**src/pkg/cell_pkg.sv**
```systemverilog
// shared types and constants for the logic cell register and counter
package cell_pkg;
  // register port
  localparam int ADDR_W = 2;
  localparam int DATA_W = 8;
  localparam logic [ADDR_W-1:0] CFG_IDX = 2'h0;
  localparam logic [ADDR_W-1:0] STAT_IDX = 2'h1;
  localparam logic [ADDR_W-1:0] SRC_IDX = 2'h2;
  // dedicated low-skew inputs and source selector codes
  localparam int DED_N = 6;
  localparam logic [2:0] SEL_ALWAYS = 3'h6;
  localparam logic [2:0] SEL_PIN = 3'h7;
  // clear and preset schemes; codes 6 and 7 are illegal
  typedef enum logic [2:0] {
    SCH_CLEAR = 3'h0,
    SCH_PRESET = 3'h1,
    SCH_CLR_PRS = 3'h2,
    SCH_LOAD_CLR = 3'h3,
    SCH_LOAD_PRS = 3'h4,
    SCH_LOAD = 3'h5
  } scheme_t;
  // counter operating modes
  typedef enum logic {
    MODE_UPDOWN = 1'b0,
    MODE_CLEARABLE = 1'b1
  } cmode_t;
  // configuration word, low bits of the config register
  typedef struct packed {
    logic presetInv;
    logic chipRstEn;
    logic clrSecond;
    scheme_t scheme;
    cmode_t mode;
  } cfg_t;
  localparam int CFG_W = 7;
  localparam cfg_t CFG_RST = '{1'b0, 1'b1, 1'b0, SCH_CLEAR, MODE_UPDOWN};
  // control source word, low bits of the source register
  typedef struct packed {
    logic [2:0] ctlSel;
    logic [2:0] ceSel;
  } src_t;
  localparam int SRC_W = 6;
  localparam src_t SRC_RST = '{SEL_PIN, SEL_PIN};
endpackage

```
**src/pkg/tri_bus_if.sv**
```systemverilog
// carrier between the cell top and the tri-state bus emulator
`timescale 1ns/1ps
interface tri_bus_if #(parameter int N = 4);
  logic [N-1:0] drvData;
  logic [N-1:0] drvEn;
  logic busValue;
  modport src (output drvData, output drvEn, input busValue);
  modport res (input drvData, input drvEn, output busValue);
endinterface

```
**src/verilog/logic_cell_counter.sv**
```systemverilog
// logic cell storage register with counter modes and clear/preset schemes
// What this block does
// - up/down mode: count, clock, direction, load enables
// - two three-input functions: count bit, carry
// - two-input selector picks count or load data
// - clear/preset controls load register without lookup
// - clearable mode: sync clear replaces direction
// - selector output ANDed with sync clear
// - emulated bus: contention low, idle high
// - clear and preset active low, unused high
// - async clear from first or second line
// - async load copies third input on first line
// - exactly six asynchronous control schemes
// - chip reset overrides every other control
// - inverted-preset register comes out preset on reset
// - clear-only: the line chosen by clrSecond clears, preset inactive
// - preset by loading one or inverted clear
// - first line loads one, second clears
// - load-with-clear: first loads, second clears
// - load-with-preset: inverted clear presets, data inverted
// - load-only: first line loads third input
// - six dedicated inputs usable as control sources
// - synchronous clock enable, from first input
`timescale 1ns/1ps
module logic_cell_counter #(
  parameter int BUS_N = 4
) (
  input wire logic clk_sys,
  input wire logic nrst,
  input wire logic [cell_pkg::ADDR_W-1:0] addr,
  input wire logic [cell_pkg::DATA_W-1:0] wdata,
  input wire logic wrStb,
  input wire logic rdStb,
  output logic [cell_pkg::DATA_W-1:0] rdata,
  input wire logic cellInputFirst,
  input wire logic cellInputSecond,
  input wire logic cellInputThird,
  input wire logic countEn,
  input wire logic countUp,
  input wire logic loadEn,
  input wire logic syncClearN,
  input wire logic carryIn,
  input wire logic groupControlFirst,
  input wire logic groupControlSecond,
  input wire logic chipResetN,
  input wire logic [cell_pkg::DED_N-1:0] dedIn,
  input wire logic [BUS_N-1:0] busDrvData,
  input wire logic [BUS_N-1:0] busDrvEn,
  output logic regOut,
  output logic carryOut,
  output logic busOut
);
  typedef struct packed {
    logic stored;
    logic shown;
    logic carry;
    logic bus;
    logic [cell_pkg::DATA_W-1:0] rdata;
    cell_pkg::cfg_t cfg;
    cell_pkg::src_t src;
  } state_t;

  state_t state_reg;
  state_t state_next;
  logic ctl1;
  logic ctl2;
  logic ce;
  logic inv;
  logic clrN;
  logic prsN;
  logic chipRst;
  logic asyncAct;
  logic dir;
  logic muxOut;
  logic dIn;
  logic cellQ;

  tri_bus_if #(.N(BUS_N)) triBus ();

  // first three-input function: next counter bit
  function automatic logic lutCount(input logic q, input logic cin, input logic en);
    lutCount = q ^ (cin & en);
  endfunction

  // second three-input function: fast carry to the next cell
  function automatic logic lutCarry(input logic q, input logic cin, input logic up);
    lutCarry = up ? (q & cin) : (~q & cin);
  endfunction

  // schemes that keep the stored bit inverted behind the output
  function automatic logic invOf(input cell_pkg::cfg_t c);
    invOf = (c.scheme == cell_pkg::SCH_LOAD_PRS) ||
      (c.scheme == cell_pkg::SCH_PRESET && c.presetInv);
  endfunction

  // pick a control from its pin, a dedicated input or tie high
  function automatic logic pickSrc(input logic [2:0] sel, input logic pin,
                                   input logic [cell_pkg::DED_N-1:0] ded);
    if (sel == cell_pkg::SEL_PIN)
      pickSrc = pin;
    else if (sel == cell_pkg::SEL_ALWAYS)
      pickSrc = 1'b1;
    else
      pickSrc = ded[sel];
  endfunction

  tri_bus_emul #(.N(BUS_N)) busEmul (
    .clk_sys(clk_sys),
    .nrst(nrst),
    .bus(triBus.res)
  );

  // bus drivers come from the user side
  assign triBus.drvData = busDrvData;
  assign triBus.drvEn = busDrvEn;

  // control sources: pins or the dedicated low-skew inputs
  always_comb
  begin
    ctl1 = pickSrc(state_reg.src.ctlSel, groupControlFirst, dedIn);
    ctl2 = groupControlSecond;
    ce = pickSrc(state_reg.src.ceSel, cellInputFirst, dedIn);
  end

  // cell register output through optional inversion
  assign inv = invOf(state_reg.cfg);
  assign cellQ = state_reg.stored ^ inv;
  assign chipRst = state_reg.cfg.chipRstEn && !chipResetN;

  // clear and preset steering, both active low, unused held high
  always_comb
  begin
    clrN = 1'b1;
    prsN = 1'b1;
    unique case (state_reg.cfg.scheme)
      cell_pkg::SCH_CLEAR:
      begin
        clrN = ~(state_reg.cfg.clrSecond ? ctl2 : ctl1);
      end
      cell_pkg::SCH_PRESET:
      begin
        if (state_reg.cfg.presetInv)
          clrN = ~ctl1;
        else
          prsN = ~ctl1;
      end
      cell_pkg::SCH_CLR_PRS:
      begin
        prsN = ~ctl1;
        clrN = ~ctl2;
      end
      cell_pkg::SCH_LOAD_CLR:
      begin
        prsN = ~(ctl1 & cellInputThird);
        clrN = ~((ctl1 & ~cellInputThird) | ctl2);
      end
      cell_pkg::SCH_LOAD_PRS:
      begin
        prsN = ~(ctl1 & ~cellInputThird);
        clrN = ~((ctl1 & cellInputThird) | ctl2);
      end
      cell_pkg::SCH_LOAD:
      begin
        prsN = ~(ctl1 & cellInputThird);
        clrN = ~(ctl1 & ~cellInputThird);
      end
      default:
      begin
        clrN = 1'b1;
        prsN = 1'b1;
      end
    endcase
  end

  assign asyncAct = !clrN || !prsN;

  // counter data path: count function, load selector, sync clear gate
  always_comb
  begin
    dir = (state_reg.cfg.mode == cell_pkg::MODE_CLEARABLE) ? 1'b1 : countUp;
    muxOut = loadEn ? cellInputSecond : lutCount(cellQ, carryIn, countEn);
    dIn = muxOut;
    if (state_reg.cfg.mode == cell_pkg::MODE_CLEARABLE)
      dIn = muxOut & syncClearN;
  end

  // next state: reset, register port, cell register, carry and bus
  always_comb
  begin
    state_next = state_reg;
    state_next.carry = lutCarry(cellQ, carryIn, dir);
    state_next.bus = triBus.busValue;
    state_next.rdata = '0;
    if (wrStb && addr == cell_pkg::CFG_IDX)
      state_next.cfg = cell_pkg::cfg_t'(wdata[cell_pkg::CFG_W-1:0]);
    if (wrStb && addr == cell_pkg::SRC_IDX)
      state_next.src = cell_pkg::src_t'(wdata[cell_pkg::SRC_W-1:0]);
    if (rdStb)
    begin
      unique case (addr)
        cell_pkg::CFG_IDX: state_next.rdata = {1'b0, state_reg.cfg};
        cell_pkg::STAT_IDX: state_next.rdata = {5'h00, state_reg.bus, state_reg.carry, cellQ};
        cell_pkg::SRC_IDX: state_next.rdata = {2'h0, state_reg.src};
        default: state_next.rdata = '0;
      endcase
    end
    if (chipRst)
      state_next.stored = 1'b0;
    else if (!clrN)
      state_next.stored = 1'b0;
    else if (!prsN)
      state_next.stored = 1'b1;
    else if (ce)
      state_next.stored = dIn ^ inv;
    if (!nrst)
    begin
      state_next = '0;
      state_next.cfg = cell_pkg::CFG_RST;
      state_next.src = cell_pkg::SRC_RST;
    end
    // output copy of the cell bit, so the pin comes straight from a flop
    state_next.shown = state_next.stored ^ invOf(state_next.cfg);
  end

  // the single state register
  always_ff @(posedge clk_sys)
  begin
    state_reg <= state_next;
  end

  // outputs straight from the state register
  assign rdata = state_reg.rdata;
  assign regOut = state_reg.shown;
  assign carryOut = state_reg.carry;
  assign busOut = state_reg.bus;
endmodule

```
**src/verilog/tri_bus_emul.sv**
```systemverilog
// multiplexer that stands in for an internal tri-state bus
`timescale 1ns/1ps
module tri_bus_emul #(
  parameter int N = 4
) (
  input wire logic clk_sys,
  input wire logic nrst,
  tri_bus_if.res bus
);
  // count enabled drivers: none floats high, contention resolves low
  always_comb
  begin
    bus.busValue = 1'b1;
    if ($countones(bus.drvEn) > 1)
    begin
      bus.busValue = 1'b0;
    end
    else if (bus.drvEn != '0)
    begin
      bus.busValue = |(bus.drvData & bus.drvEn);
    end
  end
endmodule

```
**config.mk**
```make
export PLATFORM = sky130hd
export DESIGN_NAME = logic_cell_counter
export DESIGN_NICKNAME = d
export VERILOG_FILES = /design/src/pkg/cell_pkg.sv /design/src/pkg/tri_bus_if.sv /design/src/verilog/logic_cell_counter.sv /design/src/verilog/tri_bus_emul.sv
export SDC_FILE = /design/constraint.sdc
export NUM_CORES = 1
export LEC_CHECK = 0
export ABC_AREA = 1
export BUFFER_PORTS_ARGS = -buffer_cell sky130_fd_sc_hd__buf_4
export CORE_MARGIN = 2
export CORE_UTILIZATION = 54
export CTS_CLUSTER_SIZE = 14
export DETAILED_ROUTE_END_ITERATION = 10
export GPL_ROUTABILITY_DRIVEN = 0
export PLACE_DENSITY = 0.91
export SKIP_CTS_REPAIR_TIMING = 1
export SLEW_MARGIN = 20
export SYNTH_ARGS = -nofsm -noshare
export SYNTH_HDL_FRONTEND = slang
export SYNTH_SLANG_ARGS = --single-unit
```
**constraint.sdc**
```tcl
create_clock -name clk_sys -period 2.6 [get_ports clk_sys]
set_clock_uncertainty 0.2 [all_clocks]
set_input_delay 0.13 -clock clk_sys [delete_from_list [all_inputs] [get_ports clk_sys]]
set_output_delay 0.13 -clock clk_sys [all_outputs]
set_load 0.005 [all_outputs]
```
==> summary.md, run 1 <==
| Metric | Value |
|---|---|
| Status | `finished, violations left` |
| Failing checks | `hold timing` |
| CP bufs+invs | `5` |
| CP Cell Sequence | `dlygate4sd3_1, buf_4, inv_1, nor2_1, nand2_1, inv_1, nand2_1, nand3_1, dlygate4sd3_1` |
| Min Tclk post-route | `2250 ps` |
| Ports | `50` |
| Post-DP HPWL | `2.73 mm` |
| Worst Hold Class | `input pin to flop` |
| CP delay by family, top | `buffers and inverters` |
| CTS sink cnt | `24` |
| Max frequency | `0.444 GHz` |
| Slowest CP cell | `dlygate4sd3_1` |
| Yosys Warn Count | `0` |
| Synth async-reset ratio | `0%` |
| First-pass GRT wire length | `5.85 mm` |
| Worst Setup Path Type | `input pin to flop` |
| Fin area | `0.00206 sq mm` |
| Syn Std Cell Area | `0.00153 sq mm` |
| Startpoint Class | `input pin` |
| Slowest stage delay, CP | `540 ps` |
| TritonCTS clock tree | `built` |
| Seq cells post-synth | `24` |
| Final Setup Violations | `0` |
| Post-route non-filler standard cell count | `315` |
| RSZ-0062 raised after global routing | `false` |
| GRT Overall Usage | `22.5%` |
| Synth top area cells | `dfxtp_1 31%, nand2_1 18%, nand3_1 8.5%` |
| Placed Area | `0.00184 sq mm` |
| Setup_tns | `0 ps` |
| Die H | `57.2 um` |
| Max-slew violations | `0` |
| Vias in the first global route | `1391` |
| Required @ worst endpoint | `2680 ps` |
| Rows | `19` |
| Syn Nets | `271` |
| Post-synth EDFFs | `0` |
| Via count | `1681` |
| Hold Slack | `-61.4 ps` |
| Top cells by count, synth | `72 x nand2_1, 31 x inv_1, 26 x nand3_1` |
| Core footprint | `0.00273 sq mm` |
| N_diodes | `0` |
| Most common cell in the netlist | `nand2_1` |
| Detailed-route vias per instance | `5.34` |
| Die width | `57.2 um` |
| Fin. Hold Viols | `6` |
| Synth Area per Inst | `6.74 sq um` |
| Post-Synthesis Cells | `227` |
| Root buffer cell | `clkbuf_4` |
| DP Worst Slack | `838 ps` |
| DR iter-0 viols | `52` |
| Share of cells above drive strength 1 | `23.6%` |
| Drc violations | `0` |
| CTS HTree Levels | `1` |
| Largest register FFs | `14` |
| Peak VDD IR | `351 uV` |
| Initial Utilization | `55.9%` |
| Antenna violations before repair | `0` |
| Share of the synthesized area in the top cell type | `31.4%` |
| Total Routed Length | `3.78 mm` |
| # nets final | `329` |
| Largest net degree at the start of global routing | `16` |
| Sequential share of the synthesized area | `31.4%` |
| Area of the multi-input gates | `833 sq um` |
| Clock-pin slew of the registers on the worst-case setup and hold paths | `140 ps` |
| Routed len/inst | `12.0 um` |
| Port bufs | `47` |
| CP Capture Type | `flop` |
| Antenna-violating nets left | `0` |
| Area growth, synth to finish | `34.7%` |
| Max FO, Critical Path | `11` |
| Congestion Overflow GR | `0` |
| Critical path arrival | `2330 ps` |
| Pre-antenna DRT Iters | `5` |
| Power Dens Cells | `435 mW/mm^2` |
| Fillers | `203` |
| Max_cap viols | `0` |
| Static leakage | `1.10 nW` |
| Reg2reg setup slack | `510 ps` |
| PnR worst setup slack | `350 ps` |
| Clock Latency Late Sink | `330 ps` |
| Final worst path period share | `86.6%` |
| Number of unique standard cell types used by synthesis | `34` |
| Sequential cell area | `480 sq um` |
| Most used DFF post-synth | `dfxtp_1` |
| Max Root-Sink Buffers | `2` |
| Die area | `0.00327 sq mm` |
| Cts bufs inserted | `3` |
| Largest area contributor in the synthesized netlist | `dfxtp_1` |
| Dpl cells | `294` |
## logic make-up after synthesis
group	count (synthesis)	share of synthesized area [%]
adders and majority gates	5	4.58
DFF	24	31.4
buffers and inverters	46	14.1
AOI/OAI and AO/OA	35	15.3
and+or+nand+nor	116	34.4
other	1	0.245
## layout make-up
type,instances,area share [%]
flip-flops and latches,24,23.3
inverters,35,6.38
clock inverters,1,1.46
multi-input cells,157,40.5
repair buffers,64,25.4
clock buffers,3,1.09
well taps,31,1.88
## worst reg2reg max path, cell delays in order, from the launching register on
cell,delay (ps)
dfxtp_1,520
inv_2,110
nand3_2,130
nand2_2,90
nand2_1,80
nand2_1,100
o211ai_1,170
a21oi_1,60
dlygate4sd3_1,550
## stage by stage
stage	utilization, %	total power, mW
after global placement	67.2	0.601
final	75.3	0.896
after CTS	69.1	0.871
after detailed placement	67.2	0.605
after floorplan	-	0.524
after global routing	75.3	0.936
## placed cells by master, fill, tap and decap left out, types with 2 or more instances in the layout
cell,synthesis,layout
nand2_1,72,72
buf_4,8,47
inv_1,31,31
nand3_1,26,26
dfxtp_1,24,24
dlygate4sd3_1,0,17
a21oi_1,12,12
o211ai_1,8,8
nor2_1,7,7
o21ai_0,5,5
inv_2,4,4
ha_1,4,4
clkbuf_4,0,3
nand2_4,2,2
a21oi_2,2,2
nand3_2,2,2
## metal layers
metal  vias to the layer above  part of all wire, %  global-route usage [%]
met3                        11                  6.1                    3.17
met5                         -                    0                       0
met2                        71                   51                    37.4
met4                         0                  2.5                    10.3
li1                        843                    -                       -
met1                       756                   40                    28.9
## power breakdown
part	switching, mW	internal, mW
logic	0.108	0.109
registers	0.0166	0.387
clock network	0.119	0.156
## final timing paths
path,cells past startpoint,endpoint,from
worst min-delay path,3,busOut,busDrvData[2]
worst min register to register,2,state_reg[10],state_reg[10]
worst max register to register,8,carryOut,state_reg[7]
worst max-delay path,9,state_reg[2],addr[1]
Power figures use the tool's default switching activity.
==> run 2, diff against run 1 <==
Settings changed: CELL_PAD_IN_SITES_DETAIL_PLACEMENT set to 1, CELL_PAD_IN_SITES_GLOBAL_PLACEMENT set to 2, CORE_UTILIZATION 54 to 28.
==> run 2 against run 1 <==
The flow now finishes without violations. Final area increased by 3.2%. Hold slack improved by 64 ps. Register-to-register slack worse by 20 ps. Routed wire length increased by 16%. First-iteration DRC count is 23% higher. Final cell count up 12%. Critical endpoint is now state_reg[4]. Combinational power about the same. Setup slack improved by 56 ps. Highest routed layer unchanged. Clock-buffer cell count is the same. Core utilization decreased by 34 points.
==> summary.md, run 2 (synthesis results as in run 1) <==
| Metric | Value |
|---|---|
| Status | `finished clean (was finished, violations left)` |
| Peak VDD IR | `250 uV (was 351 uV)` |
| Largest register FFs | `14 (unchanged)` |
| Clock share of power | `34.6% (was 30.7%)` |
| Static leakage | `1.11 nW (was 1.10 nW)` |
| Final worst path period share | `84.4% (was 86.6%)` |
| Startpoint Class | `input pin (unchanged)` |
| Area growth, synth to finish | `39.0% (was 34.7%)` |
| Dpl cells | `334 (was 294)` |
| CTS HTree Levels | `1 (unchanged)` |
| # nets final | `329 (unchanged)` |
| Ports | `50 (unchanged)` |
| Sw Share | `26.4% (was 27.1%)` |
| Root buffer cell | `clkbuf_8 (was clkbuf_4)` |
| Max frequency | `0.456 GHz (was 0.444 GHz)` |
| DP Worst Slack | `783 ps (was 838 ps)` |
| Largest net degree at the start of global routing | `16 (unchanged)` |
| Die H | `77.9 um (was 57.2 um)` |
| Worst Hold Class | `input pin to flop (unchanged)` |
| Post-DP HPWL | `3.46 mm (was 2.73 mm)` |
| Cts bufs inserted | `3 (unchanged)` |
| Most common cell after layout, fill and taps aside | `nand2_1 (unchanged)` |
| Die width | `77.9 um (was 57.2 um)` |
| CP Capture Type | `flop (unchanged)` |
| N_diodes | `0 (unchanged)` |
| Final Setup Violations | `0 (unchanged)` |
| Vias in the first global route | `1571 (was 1391)` |
| RSZ-0062 raised after global routing | `false (unchanged)` |
| DR iter-0 viols | `64 (was 52)` |
| Fillers | `667 (was 203)` |
| Die area | `0.00607 sq mm (was 0.00327 sq mm)` |
| Share of cells above drive strength 1 | `23.9% (was 23.6%)` |
| Rows | `26 (was 19)` |
| Clock Latency Late Sink | `270 ps (was 330 ps)` |
| Psw | `252 uW (was 243 uW)` |
| Power Dens Cells | `449 mW/mm^2 (was 435 mW/mm^2)` |
| Drc violations | `0 (unchanged)` |
| Max-slew violations | `0 (unchanged)` |
| Pre-antenna DRT Iters | `4 (was 5)` |
| Min Tclk post-route | `2190 ps (was 2250 ps)` |
| Core footprint | `0.00517 sq mm (was 0.00273 sq mm)` |
| Required @ worst endpoint | `2620 ps (was 2680 ps)` |
| GRT Overall Usage | `14.9% (was 22.5%)` |
| Most frequent cells in the layout | `72 x nand2_1, 48 x buf_4, 31 x inv_1 (was 72 x nand2_1, 47 x buf_4, 31 x inv_1)` |
| Antenna-violating nets left | `0 (unchanged)` |
| Post-route non-filler standard cell count | `354 (was 315)` |
| Sequential cell area | `480 sq um (unchanged)` |
| Internal power | `702 uW (was 653 uW)` |
| Setup_tns | `0 ps (unchanged)` |
| First-pass GRT wire length | `7.30 mm (was 5.85 mm)` |
| Worst Setup Path Type | `input pin to flop (unchanged)` |
| Critical path arrival | `2210 ps (was 2330 ps)` |
| Max FO, Critical Path | `11 (unchanged)` |
| Antenna violations before repair | `0 (unchanged)` |
| Congestion Overflow GR | `0 (unchanged)` |
| Total Routed Length | `4.38 mm (was 3.78 mm)` |
| Max Root-Sink Buffers | `2 (unchanged)` |
| Via count | `1604 (was 1681)` |
| Routed len/inst | `12.4 um (was 12.0 um)` |
| CTS sink cnt | `24 (unchanged)` |
| Final Util | `41.1% (was 75.3%)` |
| Initial Utilization | `29.6% (was 55.9%)` |
| Fin. Hold Viols | `0 (was 6)` |
| Clock-pin slew of the registers on the worst-case setup and hold paths | `90 ps (was 140 ps)` |
| PnR worst setup slack | `405 ps (was 350 ps)` |
| Area of the multi-input gates | `833 sq um (unchanged)` |
| Share of power burned in registers | `42.4% (was 45.1%)` |
| Combinational Power Share | `23.0% (was 24.2%)` |
| Detailed-route vias per instance | `4.53 (was 5.34)` |
| TritonCTS clock tree | `built (unchanged)` |
| Port bufs | `47 (unchanged)` |
| Max_cap viols | `0 (unchanged)` |
-- run 2: changes by cell type in the layout (fill, tap and decap cells not counted) --
cell,change
dlygate4sd3_1,-1
buf_4,+1
clkbuf_8,+3
clkbuf_4,-3
-- run 2: power by group through the flow --
stage	registers, mW	clock network [mW]	logic, mW
global route	0.407	0.358	0.251
CTS	0.404	0.339	0.204
floorplan	0.407	0	0.117
finish	0.404	0.330	0.220
detailed placement	0.413	0	0.202
global placement	0.413	0	0.199
-- run 2: worst max-delay path: stages --
cell and delay, ps:
dlygate4sd3_1 530, buf_4 120, inv_1 80, nor2_1 90, buf_4 150, nand2_1 70
inv_1 280, nand2_1 90, o211ai_1 90, dlygate4sd3_1 570
-- run 2: final timing paths --
check | start | end | slack [ps] | cells after the start
hold reg to reg | state_reg[10] | state_reg[10] | 310 | 2
setup reg to reg | state_reg[7] | carryOut | 490 | 8
setup / recovery | addr[1] | state_reg[4] | 410 | 10
hold / removal | addr[0] | rdata[0] | 3 | 3
-- run 2: metrics by stage --
stage | hold slack, ps | cell area (sq um) | total power, mW
5_1_grt | 7.88 | 2120 | 1.02
4_1_cts | -133 | 1960 | 0.946
3_3_place_gp | 140 | 1890 | 0.611
6_report | 2.62 | 2120 | 0.954
2_1_floorplan | 43.2 | 1530 | 0.524
3_5_place_dp | 151 | 1890 | 0.615
-- run 2: metal layers --
layer,part of all wire [%],global-route usage [%]
met1,48,20.3
met2,47,24.7
met3,4.5,3.02
met4,0.34,2.63
met5,0,0
-- run 2: cell type report --
cell class	count	area share, %
multi-input combinational	157	39.2
timing repair buffer	64	24.5
sequential	24	22.6
inverter	35	6.18
tap	70	4.12
clock buffer	3	1.94
clock inverter	1	1.41
==> run 3, diff against run 2 <==
Settings changed: CORE_UTILIZATION 28 to 24, PLACE_DENSITY 0.91 to 0.83.
Clock period 2.6 ns to 1.83 ns, I/O delays scaled along.
==> run 3 against run 2 <==
The run now ends with hold timing left. Largest cell class unchanged. Core utilization is 5.8 points lower. Clock-buffer cell count stayed put. Via count is 1.4% higher. Critical path type is now flop to flop. Final area is 3.7% higher.
==> summary.md, run 3 (synthesis results as in run 1) <==
| Metric | Value |
|---|---|
| Required @ worst endpoint | `1840 ps (was 2620 ps)` |
| Vias in the first global route | `1628 (was 1571)` |
| CP Capture Type | `flop (unchanged)` |
| Drc violations | `0 (unchanged)` |
| Max frequency | `0.604 GHz` |
| Most frequent cells in the layout | `69 x nand2_1, 55 x buf_4, 31 x inv_1 (was 72 x nand2_1, 48 x buf_4, 31 x inv_1)` |
| Max Root-Sink Buffers | `2 (unchanged)` |
| Die width | `83.8 um (was 77.9 um)` |
| Antenna-violating nets left | `0 (unchanged)` |
| CTS sink cnt | `24 (unchanged)` |
| Clock-pin slew of the registers on the worst-case setup and hold paths | `80 ps (was 90 ps)` |
| Via count | `1626 (was 1604)` |
| Post-route non-filler standard cell count | `364 (was 354)` |
| GRT Overall Usage | `13.4% (was 14.9%)` |
| Max_cap viols | `0 (unchanged)` |
| Port bufs | `47 (unchanged)` |
| N_diodes | `0 (unchanged)` |
| Share of cells above drive strength 1 | `30.3% (was 23.9%)` |
| PnR worst setup slack | `174 ps (was 405 ps)` |
| Failing checks | `hold timing` |
| Static leakage | `1.10 nW (was 1.11 nW)` |
| Die area | `0.00702 sq mm (was 0.00607 sq mm)` |
| RSZ-0062 raised after global routing | `false (unchanged)` |
| Fillers | `797 (was 667)` |
| Tot Pwr | `1.22 mW (was 954 uW)` |
| # nets final | `333 (was 329)` |
| Status | `finished, violations left (was finished clean)` |
| Dpl cells | `346 (was 334)` |
| Routed len/inst | `12.8 um (was 12.4 um)` |
| Critical path arrival | `1670 ps (was 2210 ps)` |
| Worst Hold Class | `input pin to flop (unchanged)` |
| Die H | `83.8 um (was 77.9 um)` |
| Ports | `50 (unchanged)` |
| CP Cell Sequence | `inv_4, nand2_1, nand3_1, nand3_2, nand2_4, nand2_1, nand2_1, nand2_1, nor2_1, a21boi_2, nand2_1, nand2_1, nand2_1 (was dlygate4sd3_1, buf_4, inv_1, nor2_1, buf_4, nand2_1, inv_1, nand2_1, o211ai_1, dlygate4sd3_1)` |
| Max FO, Critical Path | `6 (was 11)` |
| CTS HTree Levels | `1 (unchanged)` |
| Slowest stage delay, CP | `380 ps (was 570 ps)` |
| First-pass GRT wire length | `7.66 mm (was 7.30 mm)` |
| Post-DP HPWL | `3.78 mm (was 3.46 mm)` |
| Clock Latency Late Sink | `260 ps (was 270 ps)` |
| Final Setup Violations | `0 (unchanged)` |
| Startpoint Class | `flop (was input pin)` |
| Power Dens Cells | `555 mW/mm^2 (was 449 mW/mm^2)` |
| Largest register FFs | `14 (unchanged)` |
| Total Routed Length | `4.67 mm (was 4.38 mm)` |
| Pre-antenna DRT Iters | `4 (unchanged)` |
| Initial Utilization | `24.5% (was 29.6%)` |
| Final worst path period share | `90.5%` |
| Area growth, synth to finish | `44.1% (was 39.0%)` |
| Cts bufs inserted | `3 (unchanged)` |
| Rows | `29 (was 26)` |
| Core footprint | `0.00624 sq mm (was 0.00517 sq mm)` |
| Detailed-route vias per instance | `4.47 (was 4.53)` |
| TritonCTS clock tree | `built (unchanged)` |
| Antenna violations before repair | `0 (unchanged)` |
| Final Util | `35.3% (was 41.1%)` |
| Hold Slack | `-13.3 ps (was 2.62 ps)` |
| Congestion Overflow GR | `0 (unchanged)` |
| Root buffer cell | `clkbuf_8 (unchanged)` |
| Most common cell after layout, fill and taps aside | `nand2_1 (unchanged)` |
| Min Tclk post-route | `1660 ps` |
| DR iter-0 viols | `57 (was 64)` |
| Max-slew violations | `0 (unchanged)` |
| Worst Setup Path Type | `flop to flop (was input pin to flop)` |
| Slowest CP cell | `dfxtp_4 (was dlygate4sd3_1)` |
| Largest net degree at the start of global routing | `16 (unchanged)` |
| Peak VDD IR | `314 uV (was 250 uV)` |
| Fin. Hold Viols | `3 (was 0)` |
| DP Worst Slack | `-32.3 ps (was 783 ps)` |
| Most used cell, CP | `nand2_1` |
run 3: cell types whose count changed in the layout (fill, tap and decap cells not counted), moves of 3 or more:
cell           delta
buf_4             +7
dfxtp_1           -5
dfxtp_4           +4
dlygate4sd3_1     -3
inv_2             -3
nand2_1           -3
nand3_1           -3
run 3: worst paths after layout:
kind / start / slack (ps) / depth (start not counted) / end
hold / removal: wrStb / -10 / 3 / state_reg[10]
hold reg to reg: state_reg[6] / 310 / 2 / rdata[0]
setup reg to reg: state_reg[3] / 170 / 13 / regOut
setup / recovery: state_reg[3] / 170 / 13 / regOut
run 3: critical path: cells and delay by family, from the launching register on:
kind	cells	cell delay [ps]
simple gates	11	890
flops	1	380
compound gates	1	80
buf+inv	1	70
run 3: power breakdown:
group	internal, mW	leakage (nW)	switching [mW]	total [mW]
registers	0.547	0.198	0.0236	0.571
clock network	0.147	0.0216	0.163	0.310
logic	0.167	0.884	0.174	0.342
run 3: area by class of cell:
type / instances / area, sq um / share of cell area [%]
Tap cell: 77 / 96.3 / 4.37
Multi-Input combinational cell: 157 / 885 / 40.1
Sequential cell: 24 / 497 / 22.5
Inverter: 35 / 141 / 6.42
Timing Repair Buffer: 68 / 543 / 24.6
Clock buffer: 3 / 41.3 / 1.87
run 3: metal layers:
metal	routed length [um]	up-vias	global-route usage (%)
li1	-	844	-
met1	2120	747	17.6
met2	2320	33	23.2
met3	211	2	2.87
met4	20	0	1.32
met5	0	-	0
run 3: per-stage QoR:
step                      setup TNS (ps)  hold slack [ps]  cell area (sq um)
after CTS                          -38.7             -159               1980
after detailed placement           -32.3              119               1940
after floorplan                        0             4.72               1530
after global routing                   0           -0.160               2200
after global placement                 0              108               1940
final                                  0            -13.3               2200
